### src/rtl/pm_pkg.sv
// power-mode control constants: register map, field positions, timing
// assumes a 100 MHz system clock and byte addresses on the register bus
package pm_pkg;

   ////////////////////////////////////////////////////////////////////////
   // timing
   localparam int CLK_PERIOD_NS = 10;
   localparam int LOST_CLK_TIMEOUT_US = 100;
   // longest time, so the count rounds down
   localparam int LOST_CLK_CYCLES = (LOST_CLK_TIMEOUT_US * 1000) / CLK_PERIOD_NS;
   localparam int WDT_CYCLES_DEF = 50000; // plain default period
   localparam int RESET_HOLD_CYCLES = 4;
   localparam int CNT_W = 20;
   localparam logic [2:0] HOLD_LOAD = 3'(RESET_HOLD_CYCLES - 1);

   ////////////////////////////////////////////////////////////////////////
   // register offsets (byte addresses)
   localparam logic [7:0] OFS_POWER_CTRL = 8'h00;
   localparam logic [7:0] OFS_STATUS = 8'h04;
   localparam logic [7:0] OFS_WDT_CTRL = 8'h08;
   localparam logic [7:0] OFS_WDT_KICK = 8'h0C;
   localparam logic [7:0] OFS_LCM_CTRL = 8'h10;
   localparam logic [7:0] OFS_OSC_CTRL = 8'h14;

   // field positions
   localparam int PWR_LIGHT_BIT = 0;
   localparam int PWR_DEEP_BIT = 1;
   localparam int WDT_EN_BIT = 0;
   localparam int WDT_LOCK_BIT = 1;
   localparam int LCM_EN_BIT = 0;
   localparam int OSC_EXT_EN_BIT = 0;
   localparam int STS_LIGHT_BIT = 0;
   localparam int STS_DEEP_BIT = 1;
   localparam int STS_ARM_BIT = 2;
   localparam int STS_CAUSE_LSB = 3; // wdt, lost clock, external

   // reset values
   localparam logic [1:0] WDT_CTRL_RST = 2'h1;
   localparam logic LCM_CTRL_RST = 1'b0;
   localparam logic OSC_CTRL_RST = 1'b1;
   localparam logic [15:0] RESET_VECTOR = 16'h0000;

   typedef enum logic [4:0] {
      PM_RUN = 5'b00001,
      PM_ARM = 5'b00010,
      PM_LIGHT = 5'b00100,
      PM_DEEP = 5'b01000,
      PM_RESET = 5'b10000
   } pm_state_e;

endpackage

### src/rtl/pm_bus_if.sv
// internal register-access carrier between the bus slave and the core
// assumes addresses arrive word aligned, low two bits forced to zero
`timescale 1ns/1ps
interface pm_bus_if;
   logic [7:0] addr;
   logic [31:0] wdat;
   logic wr_stb;
   logic [31:0] rdat;
   modport slave (output addr, output wdat, output wr_stb, input rdat);
   modport regs (input addr, input wdat, input wr_stb, output rdat);
endinterface

### src/rtl/pm_timeout.sv
// cycle counter that pulses once after LIMIT counted cycles
// assumes clear and reset both restart the count from zero
`timescale 1ns/1ps
module pm_timeout
   import pm_pkg::*;
#(
   parameter int unsigned LIMIT = 16
) (
   input wire logic clk_i,
   input wire logic rst_i,
   input wire logic run_i,
   input wire logic clear_i,
   output logic expired_o
);
   logic [CNT_W-1:0] count_reg;

   // count only while running; saturate so the pulse is single
   always_ff @(posedge clk_i) begin
      if (rst_i || clear_i) begin
         count_reg <= '0;
         expired_o <= 1'b0;
      end else begin
         expired_o <= run_i && (count_reg == CNT_W'(LIMIT - 1));
         if (run_i && (count_reg != CNT_W'(LIMIT))) begin
            count_reg <= count_reg + 1'b1;
         end
      end
   end
endmodule

### src/rtl/pm_wb_slave.sv
// classic wishbone slave front end: one wait state, registered ack
// assumes the master holds its request until it samples ack
`timescale 1ns/1ps
module pm_wb_slave
   import pm_pkg::*;
(
   input wire logic clk_i,
   input wire logic rst_i,
   input wire logic wb_cyc_i,
   input wire logic wb_stb_i,
   input wire logic wb_we_i,
   input wire logic [7:0] wb_adr_i,
   input wire logic [3:0] wb_sel_i,
   input wire logic [31:0] wb_dat_i,
   output logic [31:0] wb_dat_o,
   output logic wb_ack_o,
   pm_bus_if.slave bus
);
   logic req;

   assign req = wb_cyc_i && wb_stb_i;
   assign bus.addr = {wb_adr_i[7:2], 2'b00};
   assign bus.wdat = wb_dat_i;
   // write lands on the edge where the master sees ack
   assign bus.wr_stb = req && wb_ack_o && wb_we_i && wb_sel_i[0];

   // ack drops the cycle after it was given
   always_ff @(posedge clk_i) begin
      if (rst_i) begin
         wb_ack_o <= 1'b0;
      end else begin
         wb_ack_o <= req && !wb_ack_o;
      end
   end

   // read data captured together with ack
   always_ff @(posedge clk_i) begin
      if (rst_i) begin
         wb_dat_o <= 32'h00000000;
      end else if (req && !wb_ack_o && !wb_we_i) begin
         wb_dat_o <= bus.rdat;
      end
   end
endmodule

### src/rtl/pm_power_ctrl.sv
// power-mode control for an 8-bit core: light halt, deep halt, reset paths
// assumes instr_done_i pulses when each cpu instruction completes
//
// Summary of operation
// - two modes, each entered by a bit
// - light halt stops cpu, clocks stay on
// - deep halt stops timers except clock monitor
// - light halt begins after writing instruction completes
// - light halt keeps all registers and memory
// - only enabled interrupt or reset ends light
// - interrupt wake clears light bit, restarts cpu
// - interrupt serviced first, then next instruction resumes
// - reset from light runs reset, fetch 0x0000
// - watchdog keeps counting in light, resets
// - deep bit enters deep after instruction completes
// - deep stops osc, cpu, peripherals; external untouched
// - only reset leaves deep, fetch at 0x0000
// - lost clock monitor resets out of deep
// - oscillators off needs reset to resume
// - deep select bit reads zero
// - light select bit reads zero
//
// Implementation choices: the address map and the Wishbone slave port.
`timescale 1ns/1ps
module pm_power_ctrl
   import pm_pkg::*;
#(
   parameter int unsigned WDT_CYCLES = WDT_CYCLES_DEF,
   parameter int unsigned LOST_CLK_LIMIT = LOST_CLK_CYCLES
) (
   input wire logic clk_i,
   input wire logic rst_i,
   input wire logic wb_cyc_i,
   input wire logic wb_stb_i,
   input wire logic wb_we_i,
   input wire logic [7:0] wb_adr_i,
   input wire logic [3:0] wb_sel_i,
   input wire logic [31:0] wb_dat_i,
   output logic [31:0] wb_dat_o,
   output logic wb_ack_o,
   input wire logic instr_done_i,
   input wire logic irq_enabled_i,
   input wire logic ext_reset_i,
   input wire logic osc_alive_i,
   output logic cpu_halt_o,
   output logic periph_run_o,
   output logic int_osc_en_o,
   output logic ext_osc_en_o,
   output logic core_reset_o,
   output logic [15:0] restart_addr_o,
   output logic irq_wake_o
);

   ////////////////////////////////////////////////////////////////////////
   // register bus front end

   pm_bus_if bus ();

   pm_wb_slave u_slave (
      .clk_i(clk_i),
      .rst_i(rst_i),
      .wb_cyc_i(wb_cyc_i),
      .wb_stb_i(wb_stb_i),
      .wb_we_i(wb_we_i),
      .wb_adr_i(wb_adr_i),
      .wb_sel_i(wb_sel_i),
      .wb_dat_i(wb_dat_i),
      .wb_dat_o(wb_dat_o),
      .wb_ack_o(wb_ack_o),
      .bus(bus)
   );

   pm_state_e state_reg, state_next;
   logic light_sel_reg, deep_sel_reg;
   logic [2:0] hold_reg;
   logic wdt_en_reg, wdt_lock_reg, lcm_en_reg, osc_ext_en_reg;
   logic [2:0] cause_reg;
   logic wr_ok, wr_pwr, wr_wdt, wr_kick, wr_lcm, wr_osc;
   logic set_light, set_deep, go_halt;
   logic wdt_expired, lcm_expired, sys_reset_req;
   logic wdt_run, lcm_run, lcm_clear;

   // cpu is halted in deep, so bus writes then are dropped
   assign wr_ok = bus.wr_stb && (state_reg != PM_DEEP);
   assign wr_pwr = wr_ok && (bus.addr == OFS_POWER_CTRL) && (state_reg == PM_RUN);
   assign wr_wdt = wr_ok && (bus.addr == OFS_WDT_CTRL);
   assign wr_kick = wr_ok && (bus.addr == OFS_WDT_KICK);
   assign wr_lcm = wr_ok && (bus.addr == OFS_LCM_CTRL);
   assign wr_osc = wr_ok && (bus.addr == OFS_OSC_CTRL);

   // deep takes priority when both bits arrive together
   assign set_deep = wr_pwr && bus.wdat[PWR_DEEP_BIT];
   assign set_light = wr_pwr && bus.wdat[PWR_LIGHT_BIT] && !bus.wdat[PWR_DEEP_BIT];

   // a request armed earlier or written right now may take effect
   assign go_halt = light_sel_reg || deep_sel_reg || set_light || set_deep;

   // every internal source funnels into one reset sequence
   assign sys_reset_req = ext_reset_i || wdt_expired || lcm_expired;

   ////////////////////////////////////////////////////////////////////////
   // read side; select bits are write-only and always read zero

   always_comb begin
      bus.rdat = 32'h00000000;
      case (bus.addr)
         OFS_POWER_CTRL: bus.rdat = 32'h00000000;
         OFS_STATUS: begin
            bus.rdat[STS_LIGHT_BIT] = (state_reg == PM_LIGHT);
            bus.rdat[STS_DEEP_BIT] = (state_reg == PM_DEEP);
            bus.rdat[STS_ARM_BIT] = (state_reg == PM_ARM);
            bus.rdat[STS_CAUSE_LSB +: 3] = cause_reg;
         end
         OFS_WDT_CTRL: begin
            bus.rdat[WDT_EN_BIT] = wdt_en_reg;
            bus.rdat[WDT_LOCK_BIT] = wdt_lock_reg;
         end
         OFS_LCM_CTRL: bus.rdat[LCM_EN_BIT] = lcm_en_reg;
         OFS_OSC_CTRL: bus.rdat[OSC_EXT_EN_BIT] = osc_ext_en_reg;
         default: bus.rdat = 32'h00000000;
      endcase
   end

   ////////////////////////////////////////////////////////////////////////
   // configuration registers; untouched in deep halt, where writes are dropped, but writable in light halt

   // watchdog: once locked, software can no longer switch it off
   always_ff @(posedge clk_i) begin
      if (rst_i) begin
         wdt_en_reg <= WDT_CTRL_RST[WDT_EN_BIT];
         wdt_lock_reg <= WDT_CTRL_RST[WDT_LOCK_BIT];
      end else if (wr_wdt) begin
         wdt_en_reg <= bus.wdat[WDT_EN_BIT] || wdt_lock_reg;
         wdt_lock_reg <= wdt_lock_reg || bus.wdat[WDT_LOCK_BIT];
      end
   end

   // lost clock monitor enable and external oscillator enable
   always_ff @(posedge clk_i) begin
      if (rst_i) begin
         lcm_en_reg <= LCM_CTRL_RST;
         osc_ext_en_reg <= OSC_CTRL_RST;
      end else begin
         if (wr_lcm) begin
            lcm_en_reg <= bus.wdat[LCM_EN_BIT];
         end
         if (wr_osc) begin
            osc_ext_en_reg <= bus.wdat[OSC_EXT_EN_BIT];
         end
      end
   end

   // last reset cause, loaded by each internal or external reset
   always_ff @(posedge clk_i) begin
      if (rst_i) begin
         cause_reg <= 3'h0;
      end else if (sys_reset_req) begin
         cause_reg <= {ext_reset_i, lcm_expired, wdt_expired};
      end
   end

   ////////////////////////////////////////////////////////////////////////
   // watchdog and lost clock monitor

   // watchdog runs in light halt but freezes in deep halt
   assign wdt_run = wdt_en_reg && (state_reg != PM_DEEP) && (state_reg != PM_RESET);

   pm_timeout #(
      .LIMIT(WDT_CYCLES)
   ) u_wdt (
      .clk_i(clk_i),
      .rst_i(rst_i),
      .run_i(wdt_run),
      .clear_i(wr_kick || (state_reg == PM_RESET)),
      .expired_o(wdt_expired)
   );

   // monitor keeps running in deep, where osc_alive_i is ignored and cannot clear it
   assign lcm_run = lcm_en_reg && (state_reg != PM_RESET);
   assign lcm_clear = (osc_alive_i && (state_reg != PM_DEEP)) || (state_reg == PM_RESET);

   pm_timeout #(
      .LIMIT(LOST_CLK_LIMIT)
   ) u_lcm (
      .clk_i(clk_i),
      .rst_i(rst_i),
      .run_i(lcm_run),
      .clear_i(lcm_clear),
      .expired_o(lcm_expired)
   );

   ////////////////////////////////////////////////////////////////////////
   // mode sequencer

   always_comb begin
      state_next = state_reg;
      case (state_reg)
         PM_RUN: begin
            if ((set_light || set_deep) && instr_done_i) begin
               state_next = set_deep ? PM_DEEP : PM_LIGHT;
            end else if (set_light || set_deep) begin
               state_next = PM_ARM;
            end
         end
         PM_ARM: begin
            // halt waits for the writing instruction to finish
            if (instr_done_i && go_halt) begin
               state_next = deep_sel_reg ? PM_DEEP : PM_LIGHT;
            end
         end
         PM_LIGHT: begin
            if (irq_enabled_i) begin
               state_next = PM_RUN;
            end
         end
         // no interrupt path: oscillator off, only reset restarts
         PM_DEEP: state_next = PM_DEEP;
         PM_RESET: begin
            if (hold_reg == 3'h0) begin
               state_next = PM_RUN;
            end
         end
         default: state_next = PM_RESET;
      endcase
      if (sys_reset_req) begin
         state_next = PM_RESET;
      end
   end

   always_ff @(posedge clk_i) begin
      if (rst_i) begin
         state_reg <= PM_RESET;
      end else begin
         state_reg <= state_next;
      end
   end

   // reset hold counter restarts on every reset request
   always_ff @(posedge clk_i) begin
      if (rst_i || sys_reset_req) begin
         hold_reg <= HOLD_LOAD;
      end else if ((state_reg == PM_RESET) && (hold_reg != 3'h0)) begin
         hold_reg <= hold_reg - 1'b1;
      end
   end

   // armed select bits; interrupt wake clears the light bit
   always_ff @(posedge clk_i) begin
      if (rst_i || sys_reset_req) begin
         light_sel_reg <= 1'b0;
         deep_sel_reg <= 1'b0;
      end else if (set_light || set_deep) begin
         light_sel_reg <= set_light;
         deep_sel_reg <= set_deep;
      end else if ((state_reg == PM_LIGHT) && irq_enabled_i) begin
         light_sel_reg <= 1'b0;
      end
   end

   ////////////////////////////////////////////////////////////////////////
   // registered outputs; the mode outputs follow the next state

   // cpu clock gated, so its registers and memory hold still
   always_ff @(posedge clk_i) begin
      if (rst_i) begin
         cpu_halt_o <= 1'b0;
         periph_run_o <= 1'b1;
         int_osc_en_o <= 1'b1;
      end else begin
         cpu_halt_o <= (state_next == PM_LIGHT) || (state_next == PM_DEEP);
         periph_run_o <= (state_next != PM_DEEP);
         int_osc_en_o <= (state_next != PM_DEEP);
      end
   end

   // external oscillator is software's alone, deep halt leaves it
   always_ff @(posedge clk_i) begin
      if (rst_i) begin
         ext_osc_en_o <= OSC_CTRL_RST;
      end else begin
         ext_osc_en_o <= wr_osc ? bus.wdat[OSC_EXT_EN_BIT] : osc_ext_en_reg;
      end
   end

   // core held in reset, then fetch starts at the reset vector
   always_ff @(posedge clk_i) begin
      if (rst_i) begin
         core_reset_o <= 1'b1;
         restart_addr_o <= RESET_VECTOR;
      end else begin
         core_reset_o <= (state_next == PM_RESET);
         restart_addr_o <= RESET_VECTOR;
      end
   end

   // wake pulse: interrupt logic vectors first; the pc is untouched,
   // so the return lands on the instruction after the halting write
   always_ff @(posedge clk_i) begin
      if (rst_i) begin
         irq_wake_o <= 1'b0;
      end else begin
         irq_wake_o <= (state_reg == PM_LIGHT) && (state_next == PM_RUN);
      end
   end
endmodule

### config.mk
export PLATFORM = sky130hd
export DESIGN_NAME = pm_power_ctrl
export DESIGN_NICKNAME = d
export VERILOG_FILES = /design/src/rtl/pm_pkg.sv /design/src/rtl/pm_bus_if.sv /design/src/rtl/pm_timeout.sv /design/src/rtl/pm_wb_slave.sv /design/src/rtl/pm_power_ctrl.sv
export SDC_FILE = /design/constraint.sdc
export NUM_CORES = 1
export LEC_CHECK = 0
export ABC_AREA = 0
export BUFFER_PORTS_ARGS = -buffer_cell sky130_fd_sc_hd__buf_2
export CAP_MARGIN = 20
export CELL_PAD_IN_SITES_DETAIL_PLACEMENT = 0
export CELL_PAD_IN_SITES_GLOBAL_PLACEMENT = 1
export CORE_MARGIN = 2
export CORE_UTILIZATION = 42
export CTS_CLUSTER_DIAMETER = 40
export DETAILED_ROUTE_END_ITERATION = 6
export GPL_TIMING_DRIVEN = 0
export PLACE_DENSITY_LB_ADDON = 0.1
export SLEW_MARGIN = 10
export SYNTH_ARGS = -nofsm -noshare
export SYNTH_HDL_FRONTEND = slang
export SYNTH_HIERARCHICAL = 1
export SYNTH_SLANG_ARGS = --single-unit
### constraint.sdc
create_clock -name clk_i -period 3.45 [get_ports clk_i]
set_clock_uncertainty 0.15 [all_clocks]
set_input_delay 0.1725 -clock clk_i [delete_from_list [all_inputs] [get_ports clk_i]]
set_output_delay 0.1725 -clock clk_i [all_outputs]
set_load 0.02 [all_outputs]
* Word-level counts from Yosys, hierarchy flattened *
Index checks and enable logic that the tools add are counted.

cells by class
  reduce and logical (&&, ||, !) cells = 50
  add/sub/neg operators = 3
  mux-type cells = 14
  equal/unequal tests = 21

operators by type and width
  kind                     number
  $add A20 B1 Y20 const B  2
  $mux W5                  6
  $logic_and A1 B1 Y1      29
  $pmux W5 S5              1
  $eq A20 B14 Y1 const B   1
  $eq A20 B16 Y1 const B   1
  $ne A20 B14 Y1 const B   1
  $ne A20 B16 Y1 const B   1
  $logic_or A1 B1 Y1       14
  $eq A6 B2 Y1 const B     2
  $eq A6 B3 Y1 const B     2
  $mux W4                  3
  $eq A5 B1 Y1 const B     2
  $eq A5 B3 Y1 const B     2
  $eq A5 B4 Y1 const B     2
  $eq A5 B5 Y1 const B     2
  $ne A5 B4 Y1 const B     2
  $logic_not A8 Y1         1
  $eq A6 B1 Y1 const B     1
  $eq A5 B2 Y1 const B     1
  $ne A5 B5 Y1 const B     1
  $pmux W1 S4              1
  $logic_not A1 Y1         3
  $logic_not A3 Y1         1
  5 further kinds          6

word-level totals
  register bits after elaboration = 70
  word-level logic and storage cells = 107

* Depth between registers and ports, before layout *
Gate-level depths: netlist (run 1).

  depth after elaboration = 17
  depth in mapped cells = 8

* By module *
The synthesis (run 1) kept the hierarchy.

by module, submodules not included
  module               instances  cells each  seq. area each (µm²)  area an instance (µm²)
  pm_wb_slave          1          186         660.6                 1814.2
  pm_power_ctrl        1          154         420.4                 1322.5
  pm_timeout at u_wdt  1          119         420.4                 1052.3
  pm_timeout at u_lcm  1          119         420.4                 1019.7

* Least setup slack after synthesis (run 1) *
Ideal clock, no wire load.

  kind = reg-to-reg
  start = register state_reg[1]
  end = register u_wdt.count_reg[16]
  path slack = 1.037 ns
  cell stages (with the launch flop) = 8
  data arrival time = 2.204 ns
  buffers on the path = 1
  path through = dfxtp_1 > or3_4 > nor3b_4 > o31ai_1 > or2_2 > clkbuf_1 > or4_1 > nand2_1

on the way
  cells in the longest elaborated chain, start to end = 5

RTL lines
  element                   line                                       text
  start: declaration        pm_power_ctrl.sv:73                        pm_state_e state_reg, state_next;
  start signal: assignment  pm_power_ctrl.sv:234                       state_reg <= state_next;
  $ne A5 B4 Y1              pm_power_ctrl.sv:84, pm_power_ctrl.sv:166
  $logic_and A1 B1 Y1       pm_power_ctrl.sv:84                        assign wr_ok = bus.wr_stb && (state_reg != PM_DEEP);
  $logic_and A1 B1 Y1       pm_power_ctrl.sv:87                        assign wr_kick = wr_ok && (bus.addr == OFS_WDT_KICK);
  $logic_or A1 B1 Y1        pm_power_ctrl.sv:174                       .clear_i(wr_kick || (state_reg == PM_RESET)),
  $logic_or A1 B1 Y1        pm_timeout.sv:19                           if (rst_i || clear_i) begin
  end signal: assignment    pm_timeout.sv:25                           count_reg <= count_reg + 1'b1;
  end: declaration          pm_timeout.sv:15                           logic [CNT_W-1:0] count_reg;

Several ways; a longest one is shown, not always the timed one.
A chain may end at the register's enable or synchronous reset.

* Worst setup path in the final report (run 1) *
  start = input wb_stb_i
  end = register u_wdt.count_reg[2]

on the way
  cells in the longest elaborated chain, start to end = 8

RTL lines
  element                           line                  text
  start: declaration                pm_power_ctrl.sv:34   input wire logic wb_stb_i,
  $logic_and A1 B1 Y1               pm_wb_slave.sv:21     assign req = wb_cyc_i && wb_stb_i;
  $logic_and A1 B1 Y1 (3 in a row)  pm_wb_slave.sv:25     assign bus.wr_stb = req && wb_ack_o && wb_we_i && wb_sel_i[0];
  via bus.wr_stb                    pm_bus_if.sv:7        logic wr_stb;
  $logic_and A1 B1 Y1               pm_power_ctrl.sv:84
  $logic_and A1 B1 Y1               pm_power_ctrl.sv:87
  $logic_or A1 B1 Y1                pm_power_ctrl.sv:174
  $logic_or A1 B1 Y1                pm_timeout.sv:19

The timed path passes the listed nets, and every way through them passes these cells.

==> results.cfg, run 1 <==
[final_layout]
layout.filler_cells = 1153
layout-area-overhead-vs-synth_pct = 18.48
largest_register_ffs = 32
post_route_cells_drive_above_1_share_pct = 17.96
diodes = 0
num-nets-final = 712

[setup_path]
worstSetupPathType = in -> reg
crit_slowest_cell = sky130_fd_sc_hd__dlygate4sd3_1
slowest_delay_ns = 0.52
crit_path_cell_trace = dlygate4sd3_1 > buf_2 > nand2_1 > nor2_1 > nand2_2 > o31ai_1 > or2_2 > clkbuf_1 > clkbuf_1 > a21oi_1
critPathArrivalTime_ns = 2.95
worst_path_dominant_cell_family = buffers and inverters
critical_path_buf_inv_count = 4
worst_setup_path_end_kind = flop
cp.required_ns = 3.51
cp_max_fo = 10
critical_path.startpoint_type = primary input
critPathMostFrequentCell = sky130_fd_sc_hd__clkbuf_1

[power_and_ir_drop]
p_leak_nw = 2.263
power.share.clock_pct = 44.6
power_frac_comb_pct = 7.1
p_sw_w = 0.0005047
internal_power_w = 0.001828
p_sw_share_pct = 21.63
seq_power_share_pct = 48.3
p_total_w = 0.002333
power_per_cell_area_nw_per_um2 = 395.1
vdd_ir_drop_max_mv = 0.2129

[floorplanning]
die_height_um = 112.9
rows = 39
die-area_um2 = 12750
pin_count = 108
die_wd_um = 112.9
floorplan.initialDensity_pct = 43.27
core_um2 = 11520

[detailed_routing]
drt-vias-per-instance = 4.900
drt_first_pass_iters = 6
drcViolationCount = 4
route.detailed.wl_per_inst_um = 12.93
via_count = 3920
drt.antenna.violating_nets = 0
drt-total-wl_mm = 10.34
drt_first_iter_violations = 151

[clocking]
cts.repair.resized = 0
cts_max_level = 3
clock_tree_root_buffer_cell = sky130_fd_sc_hd__clkbuf_16
tritoncts = yes
buffer_depth_of_the_longest_clock_path = 2
clock_sink_count = 96
clock_edge_transition_at_the_registers_on_the_reported_setup_and_hold_paths_ns = 0.06
worst_skew_pair.late_latency_ns = 0.34
numCtsBuffers = 9

[timing]
timing.final.setup_violations = 0
fin_tns_setup_ns = 0
unrepaired_setup_endpoints_after_global_routing = false
final.period_utilization_pct = 83.70
slew_viol_final = 0
hold_viol = 0
worst_slew_pin_tran_ns = 0.6511
min_period_ns = 2.888
timing.max_slew.rel_slack_pct = 56.12
achievable-frequency_mhz = 346.3

[placed_design]
gp_congestion = 0.7803
numPortBuffers = 48
hpwl_mm = 7.598

[global_routing]
grt_overflow = 0
globalRouteTotalUtil_pct = 17.04
antenna_violations_before_repair = 0
first_global_vias = 3774
wire_length_of_the_first_global_routing_pass_mm = 17.75
grt_start_max_net_pins = 15

[synthesis]
synth.cell_area_um2 = 4984
synth_area_per_cell_um2 = 9.094
synth.yosys.warnings = 6
syn_inst = 548

[run]
cap_viol_max_count = 0

[outcome]
violations = DRC
outcome = complete, but fails checks

[min_path]
worst_hold_path_type = in -> reg
## area by class of cell
class	instances	area (um^2)	share of cell area, %
timing repair buffer	52	280.3	4.747
multi-input combinational	431	2798	47.38
inverter	12	45.04	0.7629
buffer	51	376.6	6.378
tap	143	178.9	3.030
sequential	96	1922	32.55
clock buffer	12	236.5	4.005
clock inverter	3	67.56	1.144
## final timing paths
| check | start | to | slack, ns | cells after the start |
|---|---|---|---|---|
| min reg2reg | hold_reg[2] | hold_reg[2] | 0.32 | 2 |
| max reg2reg | u_slave/wb_ack_o | u_wdt/count_reg[2] | 0.63 | 8 |
| max | wb_stb_i | u_wdt/count_reg[2] | 0.56 | 10 |
| min | instr_done_i | state_reg[2] | 0.03 | 3 |
## through the flow
step	hold slack (ns)	util [%]	area, um^2	setup slack [ns]	cells
2_1_floorplan	0.1399	-	5141	1.037	590
3_3_place_gp	0.2873	48.28	5560	0.6300	781
3_5_place_dp	0.2981	48.28	5560	0.5827	781
4_1_cts	0.01817	51.27	5904	0.5258	800
5_1_grt	0.05402	51.27	5904	0.2728	800
6_report	0.02975	51.27	5904	0.5624	800
## power by group through the flow
stage / combinational (W) / clock (W) / sequential (W)
after CTS: 0.000165 / 0.00108 / 0.00113
after floorplan: 0.000114 / 0 / 0.00117
final: 0.000165 / 0.00104 / 0.00113
after detailed placement: 0.000162 / 0 / 0.00115
after global routing: 0.000183 / 0.00111 / 0.00113
after global placement: 0.000160 / 0 / 0.00115
## worst min-delay path, cell delays in order
cell and delay (ns):
sky130_fd_sc_hd__buf_2 0.13, sky130_fd_sc_hd__o2111ai_1 0.10, sky130_fd_sc_hd__a21oi_1 0.06
## cell usage in the layout (no fill, tap or decap), types with 12 or more instances in the layout
cell and count:
sky130_fd_sc_hd__dfxtp_1 96, sky130_fd_sc_hd__nand2b_1 68, sky130_fd_sc_hd__buf_2 52, sky130_fd_sc_hd__conb_1 44, sky130_fd_sc_hd__nand2_1 38, sky130_fd_sc_hd__mux2i_1 38, sky130_fd_sc_hd__nor2_1 37, sky130_fd_sc_hd__buf_4 29
sky130_fd_sc_hd__a21oi_1 20, sky130_fd_sc_hd__nand3_1 17, sky130_fd_sc_hd__clkbuf_1 15, sky130_fd_sc_hd__nand4_1 14, sky130_fd_sc_hd__inv_1 12, sky130_fd_sc_hd__or3_1 12, sky130_fd_sc_hd__xor2_1 12
## layer usage
metal	track usage [%]	vias up	share of wire, %
li1	-	2074	-
met1	21.73	1779	48
met2	28.59	59	47
met3	3.160	8	3.6
met4	6.829	0	1.4
met5	0	-	0
## repair_timing
item                      4_1_cts  5_1_grt
hold endpoints to repair        3        0
hold buffers                    4        0
buffers inserted                0        0
Note: power is estimated with default switching activity, not from simulation.
==> run 2: changes to the inputs <==
- clock period: 3.45 -> 3 ns (I/O delays scaled with it)
==> results.cfg, run 2 (synthesis gave the netlist of run 1 again) <==
[timing]
fin_tns_setup_ns = 0
slew_viol_final = 0
worst_slew_pin_tran_ns = 0.6384
unrepaired_setup_endpoints_after_global_routing = false
final.period_utilization_pct = 91.77
timing.max_slew.rel_slack_pct = 56.97
hold_viol = 0
worst_slack_ns = 0.2468
achievable-frequency_mhz = 363.2
timing.final.setup_violations = 0
min_period_ns = 2.753

[floorplanning]
pin_count = 108
die_wd_um = 112.9
die_height_um = 112.9
floorplan.initialDensity_pct = 43.27
core_um2 = 11520
die-area_um2 = 12750
rows = 39

[setup_path]
crit_slowest_cell = sky130_fd_sc_hd__or4_1
slowest_delay_ns = 0.55
cp.required_ns = 3.14
worst_path_dominant_cell_family = simple AND/OR/NAND/NOR gates
critical_path.startpoint_type = flop
worstSetupPathType = reg -> reg
critPathArrivalTime_ns = 2.89
worst_setup_path_end_kind = flop
critical_path_buf_inv_count = 1
crit_path_cell_trace = or3_4 > nor3b_4 > o31ai_1 > or2_2 > clkbuf_1 > or4_1 > nand2_1
cp_max_fo = 9

[clocking]
tritoncts = yes
buffer_depth_of_the_longest_clock_path = 2
numCtsBuffers = 9
worst_skew_pair.late_latency_ns = 0.34
cts_max_level = 3
clock_tree_root_buffer_cell = sky130_fd_sc_hd__clkbuf_16
cts_setup_buffers = 0
clock_sink_count = 96
clock_edge_transition_at_the_registers_on_the_reported_setup_and_hold_paths_ns = 0.06

[final_layout]
final_common_cell = sky130_fd_sc_hd__dfxtp_1
instances_no_fill = 801
diodes = 0
layout-area-overhead-vs-synth_pct = 18.73
layout_common_cells = 96 x sky130_fd_sc_hd__dfxtp_1, 68 x sky130_fd_sc_hd__nand2b_1, 52 x sky130_fd_sc_hd__buf_2
largest_register_ffs = 32
post_route_cells_drive_above_1_share_pct = 18.09
num-nets-final = 713
layout.filler_cells = 1152
seq_area_um2 = 1922
multi_input_combinational_cell_area_um2 = 2800

[min_path]
worst_hold_path_type = in -> reg

[power_and_ir_drop]
p_leak_nw = 2.267
vdd_ir_drop_max_mv = 0.2448
power_per_cell_area_nw_per_um2 = 453.7

[global_routing]
grt_start_max_net_pins = 15
globalRouteTotalUtil_pct = 17.05
grt_overflow = 0
wire_length_of_the_first_global_routing_pass_mm = 17.77
antenna_violations_before_repair = 0
first_global_vias = 3775

[detailed_routing]
route.detailed.wl_per_inst_um = 12.92
drt_first_pass_iters = 6
drt-total-wl_mm = 10.35
drt_first_iter_violations = 163
drt.antenna.violating_nets = 0
via_count = 3940
drt-vias-per-instance = 4.919
drcViolationCount = 4

[outcome]
violations = DRC
outcome = complete, but fails checks

[run]
cap_viol_max_count = 0

[placed_design]
placed_cells_incl_taps = 781
numPortBuffers = 48
gp_congestion = 0.7803
hpwl_mm = 7.598
placement.setup.worst_slack_ns = 0.1327
[run 2: cell types whose count changed in the layout (fill, tap and decap cells not counted), sizes merged]
cell,delta
dlygate4sd3,+1
[run 2: tightest hold or removal path, cell delays in order]
cell,delay [ns]
sky130_fd_sc_hd__buf_2,0.09
sky130_fd_sc_hd__nor2_1,0.04
sky130_fd_sc_hd__a41oi_1,0.14
sky130_fd_sc_hd__a21oi_1,0.08
[run 2: area by class of cell]
type | count | share of cell area [%]
clock inverters | 3 | 1.142
inverters | 12 | 0.7613
well taps | 143 | 3.024
clock buffers | 12 | 3.997
plain buffers | 51 | 6.365
multi-input cells | 431 | 47.33
repair buffers | 53 | 4.906
flip-flops and latches | 96 | 32.48
[run 2: worst paths after layout]
kind	startpoint	endpoint	slack (ns)	cells after the start
worst min-delay path	irq_enabled_i	state_reg[2]	0.06	4
worst max register to register	state_reg[0]	u_wdt/count_reg[18]	0.25	7
worst max-delay path	state_reg[0]	u_wdt/count_reg[18]	0.25	7
worst min register to register	hold_reg[2]	hold_reg[2]	0.32	2
[run 2: per-stage QoR]
stage	hold WS [ns]	instance area [um^2]	total power, W	util [%]
after floorplan	0.1174	5141	0.001471	-
after global placement	0.2648	5560	0.001509	48.28
after detailed placement	0.2756	5560	0.001511	48.28
after CTS	0.05400	5914	0.002726	51.36
after global routing	0.08406	5917	0.002785	51.38
final	0.06188	5917	0.002685	51.38
[run 2: power by group]
part           total [W]  internal (W)  switching [W]
clock network    0.00120      0.000727       0.000470
registers        0.00130       0.00129     0.00000728
logic           0.000191     0.0000872       0.000104
[run 2: what timing repair did]
action / CTS / global route
hold buffers: 5 / 0
endpoints found under the setup margin: 0 / 10
gates resized for setup: 0 / 1
endpoints found under the hold margin: 4 / 0
[run 2: metal layers]
metal | global-route usage, % | up-vias | wire, um
li1 | - | 2080 | -
met4 | 6.829 | 0 | 145
met1 | 21.76 | 1798 | 4996
met5 | 0 | - | 0
met3 | 3.160 | 8 | 336
met2 | 28.59 | 54 | 4871
